==> src/serial_defs.svh <==
`ifndef SERIAL_DEFS_SVH
`define SERIAL_DEFS_SVH

// Register offsets on the local register port.
`define OFS_CONTROL 8'h00
`define OFS_IRQ_ENABLE 8'h04
`define OFS_STATUS 8'h08
`define OFS_STATUS_CLEAR 8'h0C
`define OFS_TX_DATA 8'h10
`define OFS_RX_DATA 8'h14
`define OFS_BIT_COUNT 8'h18

// Control register fields.
`define CTL_SYNC_FORMAT 0
`define CTL_TX_MODE 1

// Interrupt enable fields, also the field layout of the status register.
`define IE_TX_EMPTY 7
`define IE_TRANSMIT_END 6
`define IE_RECEIVE_FULL 5
`define IE_NO_ACK 4
`define ST_ARB_LOST 3
`define ST_LOST_BYTE 2

// Reset values.
`define RST_IRQ_ENABLE 4'h0
`define RST_BIT_COUNT 3'h0
`define RST_BYTE 8'h00

`endif

==> src/serial_pkg.sv <==
package serial_pkg;

    typedef enum logic {
        LINK_IDLE = 1'b0,
        LINK_BUSY = 1'b1
    } link_state_e;

    typedef struct packed {
        logic tx_empty_irq;
        logic transmit_end_irq;
        logic rx_full_irq;
        logic error_irq;
        logic no_ack_irq;
    } irq_s;

    typedef struct packed {
        logic tx_data_empty_flag;
        logic transmit_end_flag;
        logic rx_buffer_full_flag;
        logic no_ack_flag;
        logic arbitration_lost_flag;
        logic receive_lost_byte_flag;
    } status_s;

    typedef struct packed {
        link_state_e st;
        logic [3:0] rem;
    } counter_s;

    typedef struct packed {
        logic sync_fmt;
        logic tx_mode;
        logic [3:0] ie;
        status_s flags;
        logic [2:0] bit_count_field;
        logic [7:0] tx_data;
        logic tx_full;
        logic [7:0] tx_shift;
        logic tx_active;
        logic [7:0] rx_shift_register;
        logic [7:0] rx_buffer_register;
        logic [7:0] rdata;
        logic sda_oe;
        irq_s irq;
        logic irq_any;
    } core_s;

    // Number of clock periods in one frame for a bit count code.
    function automatic logic [3:0] frame_bits(input logic [2:0] code, input logic sync);
        if (code == 3'h0) begin
            return sync ? 4'h8 : 4'h9;
        end
        return sync ? {1'b0, code} : {1'b0, code} + 4'h1;
    endfunction : frame_bits

endpackage : serial_pkg

==> src/frame_counter.sv <==
`timescale 1ns/100ps
module frame_counter (
    input wire logic clk_sys,
    input wire logic rst_n,
    input wire logic tick,
    input wire logic [3:0] bits,
    output logic [3:0] remaining,
    output logic busy,
    output logic last
);
    import serial_pkg::*;

    counter_s q_ff;
    counter_s nxt_q;

    // The first tick of a frame counts its first bit, so one bit remains less.
    always_comb begin
        nxt_q = q_ff;
        last = 1'b0;
        unique case (q_ff.st)
            LINK_IDLE: begin
                if (tick) begin
                    if (bits == 4'h1) begin
                        last = 1'b1;
                    end else begin
                        nxt_q.st = LINK_BUSY;
                        nxt_q.rem = bits - 4'h1;
                    end
                end
            end
            LINK_BUSY: begin
                if (tick) begin
                    nxt_q.rem = q_ff.rem - 4'h1;
                    if (q_ff.rem == 4'h1) begin
                        last = 1'b1;
                        nxt_q.st = LINK_IDLE;
                    end
                end
            end
        endcase
    end

    always_ff @(posedge clk_sys or negedge rst_n) begin
        if (!rst_n) begin
            q_ff <= '{st: LINK_IDLE, rem: 4'h0};
        end else begin
            q_ff <= nxt_q;
        end
    end

    assign remaining = q_ff.rem;
    assign busy = (q_ff.st == LINK_BUSY);
endmodule : frame_counter

==> src/link_sync.sv <==
`timescale 1ns/100ps
module link_sync #(
    parameter int W = 2
) (
    input wire logic clk_sys,
    input wire logic rst_n,
    input wire logic [W-1:0] pins_in,
    output logic [W-1:0] level,
    output logic [W-1:0] rise,
    output logic [W-1:0] fall
);
    typedef struct packed {
        logic [W-1:0] meta;
        logic [W-1:0] sync;
        logic [W-1:0] prev;
    } sync_s;

    sync_s q_ff;
    sync_s nxt_q;

    // The first stage feeds only the second stage; edges come from stages two and three.
    always_comb begin
        nxt_q.meta = pins_in;
        nxt_q.sync = q_ff.meta;
        nxt_q.prev = q_ff.sync;
    end

    always_ff @(posedge clk_sys or negedge rst_n) begin
        if (!rst_n) begin
            q_ff <= '1;
        end else begin
            q_ff <= nxt_q;
        end
    end

    assign level = q_ff.sync;
    assign rise = q_ff.sync & ~q_ff.prev;
    assign fall = ~q_ff.sync & q_ff.prev;
endmodule : link_sync

==> src/serial_irq_core.sv <==
// What this block does
// - Bit 7 gates transmit empty interrupt
// - Bit 6 gates transmit end interrupt
// - Clearing end flag or enable drops it
// - Bit 5 gates receive full, sync overrun
// - Clearing full flag or enable drops it
// - Bit 4 gates no-ack, lost arbitration, sync overrun
// - Clearing no-ack, lost arbitration, overrun or enable drops it
// - Four enables read/write, reset to zero
// - Code 000 means nine or eight bits
// - Bit count returns to 000 after frame
`timescale 1ns/100ps
`include "serial_defs.svh"
module serial_irq_core (
    input wire logic clk_sys,
    input wire logic rstn,
    input wire logic [7:0] addr,
    input wire logic [7:0] wdata,
    input wire logic wr,
    input wire logic rd,
    output logic [7:0] rdata,
    input wire logic scl_in,
    input wire logic sda_in,
    output logic sda_out,
    output logic sda_oe,
    input wire logic arb_lost,
    output serial_pkg::irq_s irq,
    output logic irq_any
);
    import serial_pkg::*;

    logic [1:0] rst_pipe_ff;
    logic rst_n;
    logic [1:0] pin_level;
    logic [1:0] pin_rise;
    logic [1:0] pin_fall;
    logic scl_rise;
    logic scl_fall;
    logic sda_s;
    logic [3:0] bits;
    logic [3:0] remaining;
    logic busy;
    logic last;
    logic ack_slot;
    logic [7:0] rx_next;
    core_s q_ff;
    core_s nxt_q;
    status_s clr;

    // Reset takes hold asynchronously but is released on the clock.
    always_ff @(posedge clk_sys or negedge rstn) begin
        if (!rstn) begin
            rst_pipe_ff <= 2'h0;
        end else begin
            rst_pipe_ff <= {rst_pipe_ff[0], 1'b1};
        end
    end
    assign rst_n = rst_pipe_ff[1];

    link_sync #(
        .W(2)
    ) u_link_sync (
        .clk_sys(clk_sys),
        .rst_n(rst_n),
        .pins_in({sda_in, scl_in}),
        .level(pin_level),
        .rise(pin_rise),
        .fall(pin_fall)
    );

    assign scl_rise = pin_rise[0];
    assign scl_fall = pin_fall[0];
    assign sda_s = pin_level[1];

    assign bits = frame_bits(q_ff.bit_count_field, q_ff.sync_fmt);

    frame_counter u_frame_counter (
        .clk_sys(clk_sys),
        .rst_n(rst_n),
        .tick(scl_rise),
        .bits(bits),
        .remaining(remaining),
        .busy(busy),
        .last(last)
    );

    // The final clock of a two-wire frame carries the acknowledge bit.
    assign ack_slot = !q_ff.sync_fmt && busy && (remaining == 4'h1);

    always_comb begin
        nxt_q = q_ff;
        clr = '0;
        // A frame starts from an empty shifter so short frames come out right-aligned.
        rx_next = {busy ? q_ff.rx_shift_register[6:0] : 7'h00, sda_s};
        nxt_q.rdata = `RST_BYTE;

        if (wr) begin
            unique case (addr)
                `OFS_CONTROL: begin
                    nxt_q.sync_fmt = wdata[`CTL_SYNC_FORMAT];
                    nxt_q.tx_mode = wdata[`CTL_TX_MODE];
                end
                `OFS_IRQ_ENABLE: begin
                    nxt_q.ie = wdata[`IE_TX_EMPTY:`IE_NO_ACK];
                end
                `OFS_STATUS_CLEAR: begin
                    clr.tx_data_empty_flag = wdata[`IE_TX_EMPTY];
                    clr.transmit_end_flag = wdata[`IE_TRANSMIT_END];
                    clr.rx_buffer_full_flag = wdata[`IE_RECEIVE_FULL];
                    clr.no_ack_flag = wdata[`IE_NO_ACK];
                    clr.arbitration_lost_flag = wdata[`ST_ARB_LOST];
                    clr.receive_lost_byte_flag = wdata[`ST_LOST_BYTE];
                end
                `OFS_TX_DATA: begin
                    nxt_q.tx_data = wdata;
                    nxt_q.tx_full = 1'b1;
                    clr.tx_data_empty_flag = 1'b1;
                    clr.transmit_end_flag = 1'b1;
                end
                `OFS_BIT_COUNT: begin
                    // A new count only takes effect between frames.
                    if (!busy) begin
                        nxt_q.bit_count_field = wdata[2:0];
                    end
                end
                default: begin
                end
            endcase
        end

        if (rd) begin
            unique case (addr)
                `OFS_CONTROL: begin
                    nxt_q.rdata = {6'h00, q_ff.tx_mode, q_ff.sync_fmt};
                end
                `OFS_IRQ_ENABLE: begin
                    nxt_q.rdata = {q_ff.ie, 4'h0};
                end
                `OFS_STATUS: begin
                    nxt_q.rdata = {q_ff.flags, 2'h0};
                end
                `OFS_TX_DATA: begin
                    nxt_q.rdata = q_ff.tx_data;
                end
                `OFS_RX_DATA: begin
                    nxt_q.rdata = q_ff.rx_buffer_register;
                    clr.rx_buffer_full_flag = 1'b1;
                end
                `OFS_BIT_COUNT: begin
                    nxt_q.rdata = {5'h00, q_ff.bit_count_field};
                end
                default: begin
                end
            endcase
        end

        // Software clears first; hardware events below override them.
        nxt_q.flags = q_ff.flags & ~clr;

        // The fall that opens a frame comes before its first rise and must not shift.
        if (scl_fall && q_ff.tx_active && busy) begin
            nxt_q.tx_shift = {q_ff.tx_shift[6:0], 1'b1};
        end

        if (scl_rise && !ack_slot) begin
            nxt_q.rx_shift_register = rx_next;
        end

        if (scl_rise && ack_slot && q_ff.tx_mode && sda_s) begin
            nxt_q.flags.no_ack_flag = 1'b1;
        end

        if (last) begin
            nxt_q.bit_count_field = `RST_BIT_COUNT;
            nxt_q.tx_active = 1'b0;
            if (q_ff.tx_mode && nxt_q.flags.tx_data_empty_flag) begin
                nxt_q.flags.transmit_end_flag = 1'b1;
            end
            if (!q_ff.tx_mode) begin
                if (q_ff.flags.rx_buffer_full_flag) begin
                    nxt_q.flags.receive_lost_byte_flag = 1'b1;
                end else begin
                    nxt_q.rx_buffer_register = q_ff.sync_fmt ? rx_next : q_ff.rx_shift_register;
                    nxt_q.flags.rx_buffer_full_flag = 1'b1;
                end
            end
        end

        // Loading the shifter empties the data register and raises the empty flag.
        if (q_ff.tx_mode && q_ff.tx_full && !q_ff.tx_active && !busy && !last) begin
            nxt_q.tx_shift = q_ff.tx_data;
            nxt_q.tx_full = 1'b0;
            nxt_q.tx_active = 1'b1;
            nxt_q.flags.tx_data_empty_flag = 1'b1;
        end

        if (arb_lost) begin
            nxt_q.flags.arbitration_lost_flag = 1'b1;
        end

        // Open drain: the line is only ever pulled low.
        if (q_ff.tx_mode) begin
            nxt_q.sda_oe = nxt_q.tx_active && !ack_slot && !nxt_q.tx_shift[7];
        end else begin
            nxt_q.sda_oe = ack_slot;
        end

        // Requests follow the next flags so a clear withdraws them at once.
        nxt_q.irq.tx_empty_irq = nxt_q.ie[3] && nxt_q.flags.tx_data_empty_flag;
        nxt_q.irq.transmit_end_irq = nxt_q.ie[2]
            && nxt_q.flags.transmit_end_flag;
        nxt_q.irq.rx_full_irq = nxt_q.ie[1] && nxt_q.flags.rx_buffer_full_flag;
        nxt_q.irq.error_irq = nxt_q.sync_fmt && nxt_q.flags.receive_lost_byte_flag
            && (nxt_q.ie[1] || nxt_q.ie[0]);
        nxt_q.irq.no_ack_irq = nxt_q.ie[0] && (nxt_q.flags.no_ack_flag
            || nxt_q.flags.arbitration_lost_flag
            || (nxt_q.sync_fmt && nxt_q.flags.receive_lost_byte_flag));
        nxt_q.irq_any = |nxt_q.irq;
    end

    always_ff @(posedge clk_sys or negedge rst_n) begin
        if (!rst_n) begin
            q_ff <= '0;
        end else begin
            q_ff <= nxt_q;
        end
    end

    assign rdata = q_ff.rdata;
    assign sda_out = 1'b0;
    assign sda_oe = q_ff.sda_oe;
    assign irq = q_ff.irq;
    assign irq_any = q_ff.irq_any;
endmodule : serial_irq_core

==> config.mk <==
export PLATFORM = sky130hd
export DESIGN_NAME = serial_irq_core
export DESIGN_NICKNAME = d
export VERILOG_FILES = /design/src/serial_pkg.sv /design/src/frame_counter.sv /design/src/link_sync.sv /design/src/serial_irq_core.sv
export VERILOG_INCLUDE_DIRS = /design/src /design/src/src
export SDC_FILE = /design/constraint.sdc
export NUM_CORES = 1
export LEC_CHECK = 0
export BUFFER_PORTS_ARGS = -buffer_cell sky130_fd_sc_hd__buf_4
export CAP_MARGIN = 20
export CORE_UTILIZATION = 35
export DETAILED_ROUTE_END_ITERATION = 10
export PLACE_DENSITY = 0.52
export SETUP_SLACK_MARGIN = 0.3
export SYNTH_ARGS = -nofsm -noshare
export SYNTH_HDL_FRONTEND = slang
export SYNTH_SLANG_ARGS = --single-unit
==> constraint.sdc <==
create_clock -name clk_sys -period 4.1 [get_ports clk_sys]
set_input_delay 0.205 -clock clk_sys [delete_from_list [all_inputs] [get_ports clk_sys]]
set_output_delay 0.205 -clock clk_sys [all_outputs]
set_load 0.005 [all_outputs]
==> impl_metrics.toml <==
[clock_network]
root_buffer = "clkbuf_8"
clkSinkCount = 76
htree_levels = 3
cts_resized = 0
clkLatencyLatePin_ns = 0.36
cts_buffer_depth = 2
cts_tree = "done"
clk_pin_slew_ns = 0.09
cts_buffers = 9

[cells_and_area]
design_area_um2 = 4220
n_antenna_cell = 0
drive_above_1_share_pct = 22.3
layout_commonest_cell = "dfrtp_1"
finalNetCount = 415
final_cell_mix = "dfrtp_1, nand2_1, buf_4"
syn_to_final_growth_pct = 12.7

[detailed_routing]
first_iter_violations = 153
wl_per_cell_um = 16.7
vias = 2811
drtPass1Iterations = 5
wl_met1_mm = 4.18
wirelength_mm = 8.77
dr_wl_met3_um = 505
top_layer_used = "met4"
ant_nets = 0
vias_per_cell = 5.34
met2WireLength_mm = 3.89
remaining_drc_errors = 0

[critical_path]
worstPathRequired_ns = 4.32
worstPathMaxFanout = 7
arrival_ns = 3.34
worstSetupStartpointType = "register"
crit_type = "register to register"
end_kind = "register"

[die]
die_w_um = 105
io_pins = 39
core_area_um2 = 10300
die_h_um = 105
num_rows = 37
fp.dieArea_um2 = 11100
initial_core_util_pct = 36.3

[sta]
skew_ns = 0.0164
maxSlewViolCount = 0
fmax_ghz = 0.320
rsz0062_at_grt = "no"
setup_viol = 0
period_needed_ns = 3.12
hold_viol_final = 0
slew_headroom_pct = 37.7
finalCritPeriodShare_pct = 76.1
worstMarginPinSlew_ns = 0.934
finalSetupTns_ns = 0

[synth]
synth.largest_area_cell = "dfrtp_1"
syn_nets = 394
synth.distinct_cells = 62
yosysWarnings = 0
synth_edf_count = 0
ys_ff_latch = 76
yosysTopAreaCellShare_pct = 47.5
ys_seq_area_share_pct = 51.0
synth_cells = 365
synth_area_um2 = 3740
synth_area_leaders = "dfrtp_1, nand2_1, mux2_2"
avgSynthCellArea_um2 = 10.3
ys.flop_type = "dfrtp_1"
async_flop_share_pct = 100

[placed_design]
dp_hpwl_mm = 6.18
place.gp.congestion = 0.817
placed_area_um2 = 4020
numPortBuffers = 37

[global_routing]
grt-ovfl-total = 0
grt_pass1_vias = 2808
track_usage_pct = 17.4
grt_pass1_wl_mm = 14.7
antenna_found_initial = 0
grt_max_degree = 75

[power_and_ir_drop]
p_leak_nw = 1.93
p_per_area_nw_per_um2 = 438
irDropWorstVdd_mv = 0.171

[status]
status = "complete, no violations"

[job]
cap_viol_max_count = 0

[worst_hold_path]
hp-class = "primary input to register"
[final timing paths]
check	start	endpoint	slack (ns)	cells after the start
max reg2reg	q_ff[49]	irq_any	0.98	11
min reg2reg	rst_pipe_ff[0]	rst_pipe_ff[1]	0.36	0
max	q_ff[49]	irq_any	0.98	11
max in group asynchronous	rst_pipe_ff[1]	q_ff[45]	3.02	0
min	arb_lost	q_ff[53]	0.07	2
min in group asynchronous	rstn	rst_pipe_ff[1]	0.16	2
[registers in the layout, indices dropped and copies added, names as in the netlist]
name / count
rst_pipe_ff: 2
rdata: 8
u_link_sync.level: 2
u_link_sync.nxt_q: 2
q_ff: 49
u_link_sync.q_ff: 1
sda_oe: 1
irq_any: 1
irq: 5
u_frame_counter.busy: 1
u_frame_counter.remaining: 4
[critical path, stage by stage, from the launching register on]
cell	delay [ns]
dfrtp_1	0.47
inv_1	0.12
ha_1	0.24
nand2b_1	0.18
nand2_1	0.09
xor2_1	0.24
ha_1	0.22
nand3_1	0.16
o31ai_2	0.42
nand2_1	0.15
a22o_1	0.20
or4b_1	0.50
[metal layers]
metal | up-vias | track usage [%]
li1 | 1353 | -
met1 | 1359 | 24.0
met2 | 88 | 26.1
met3 | 11 | 4.14
met4 | 0 | 7.24
met5 | - | 0
[area by class of cell]
type | instances | area, µm²
multi-input combinational | 245 | 1600
timing repair buffer | 42 | 323
inverter | 12 | 45.0
fill | 1018 | 6110
clock buffer | 10 | 138
tap | 136 | 170
clock inverter | 5 | 28.8
sequential | 76 | 1910
[Yosys cell counts, types with 3 or more instances]
cell type and n:
nand2b_1 3, and2_1 3, ha_1 6, a22oi_1 19, dfrtp_1 71, clkbuf_1 11, nor4b_1 3, a21oi_1 19
mux2i_1 4, o21ai_1 3, inv_1 12, buf_4 15, or3_1 3, mux2_2 14, nor3_1 8, dfstp_2 5
nor2_1 10, nand3_1 10, o21ai_0 20, nand2_1 48, nor2b_1 9, o22ai_1 3, and3_1 3, a31oi_1 8
nand4_1 5, a22o_1 4
[report_power, final]
part	internal (mW)	switching, mW
registers	0.865	0.138
clock network	0.230	0.285
logic	0.153	0.178
[per-stage QoR]
step	std cells	utilization [%]	setup WS, ns	hold slack, ns	power (mW)
floorplan	365	-	1.40	-0.0906	1.23
global placement	508	39.0	1.15	-0.0117	1.34
detailed placement	508	39.0	1.00	-0.0119	1.35
CTS	526	40.9	0.961	0.0617	1.87
global route	526	40.9	0.798	0.0618	1.98
finish	526	40.9	0.979	0.0709	1.85
[logic make-up after synthesis]
| family | count (synthesis) | share of synthesized area (%) |
|---|---|---|
| XOR/XNOR | 1 | 0.234 |
| flip-flops | 76 | 51.0 |
| buffers and inverters | 44 | 6.22 |
| other | 2 | 0.201 |
| adder cells (fa/ha/maj) | 6 | 2.01 |
| AND/OR/NAND/NOR | 124 | 18.6 |
| AO/OA/AOI/OAI | 94 | 16.5 |
| multiplexers | 18 | 5.28 |
[timing repair]
item	CTS	global route
hold buffers	3	0
hold endpoints to repair	4	0
setup buffers	0	0
(Power assumes the default switching activity.)
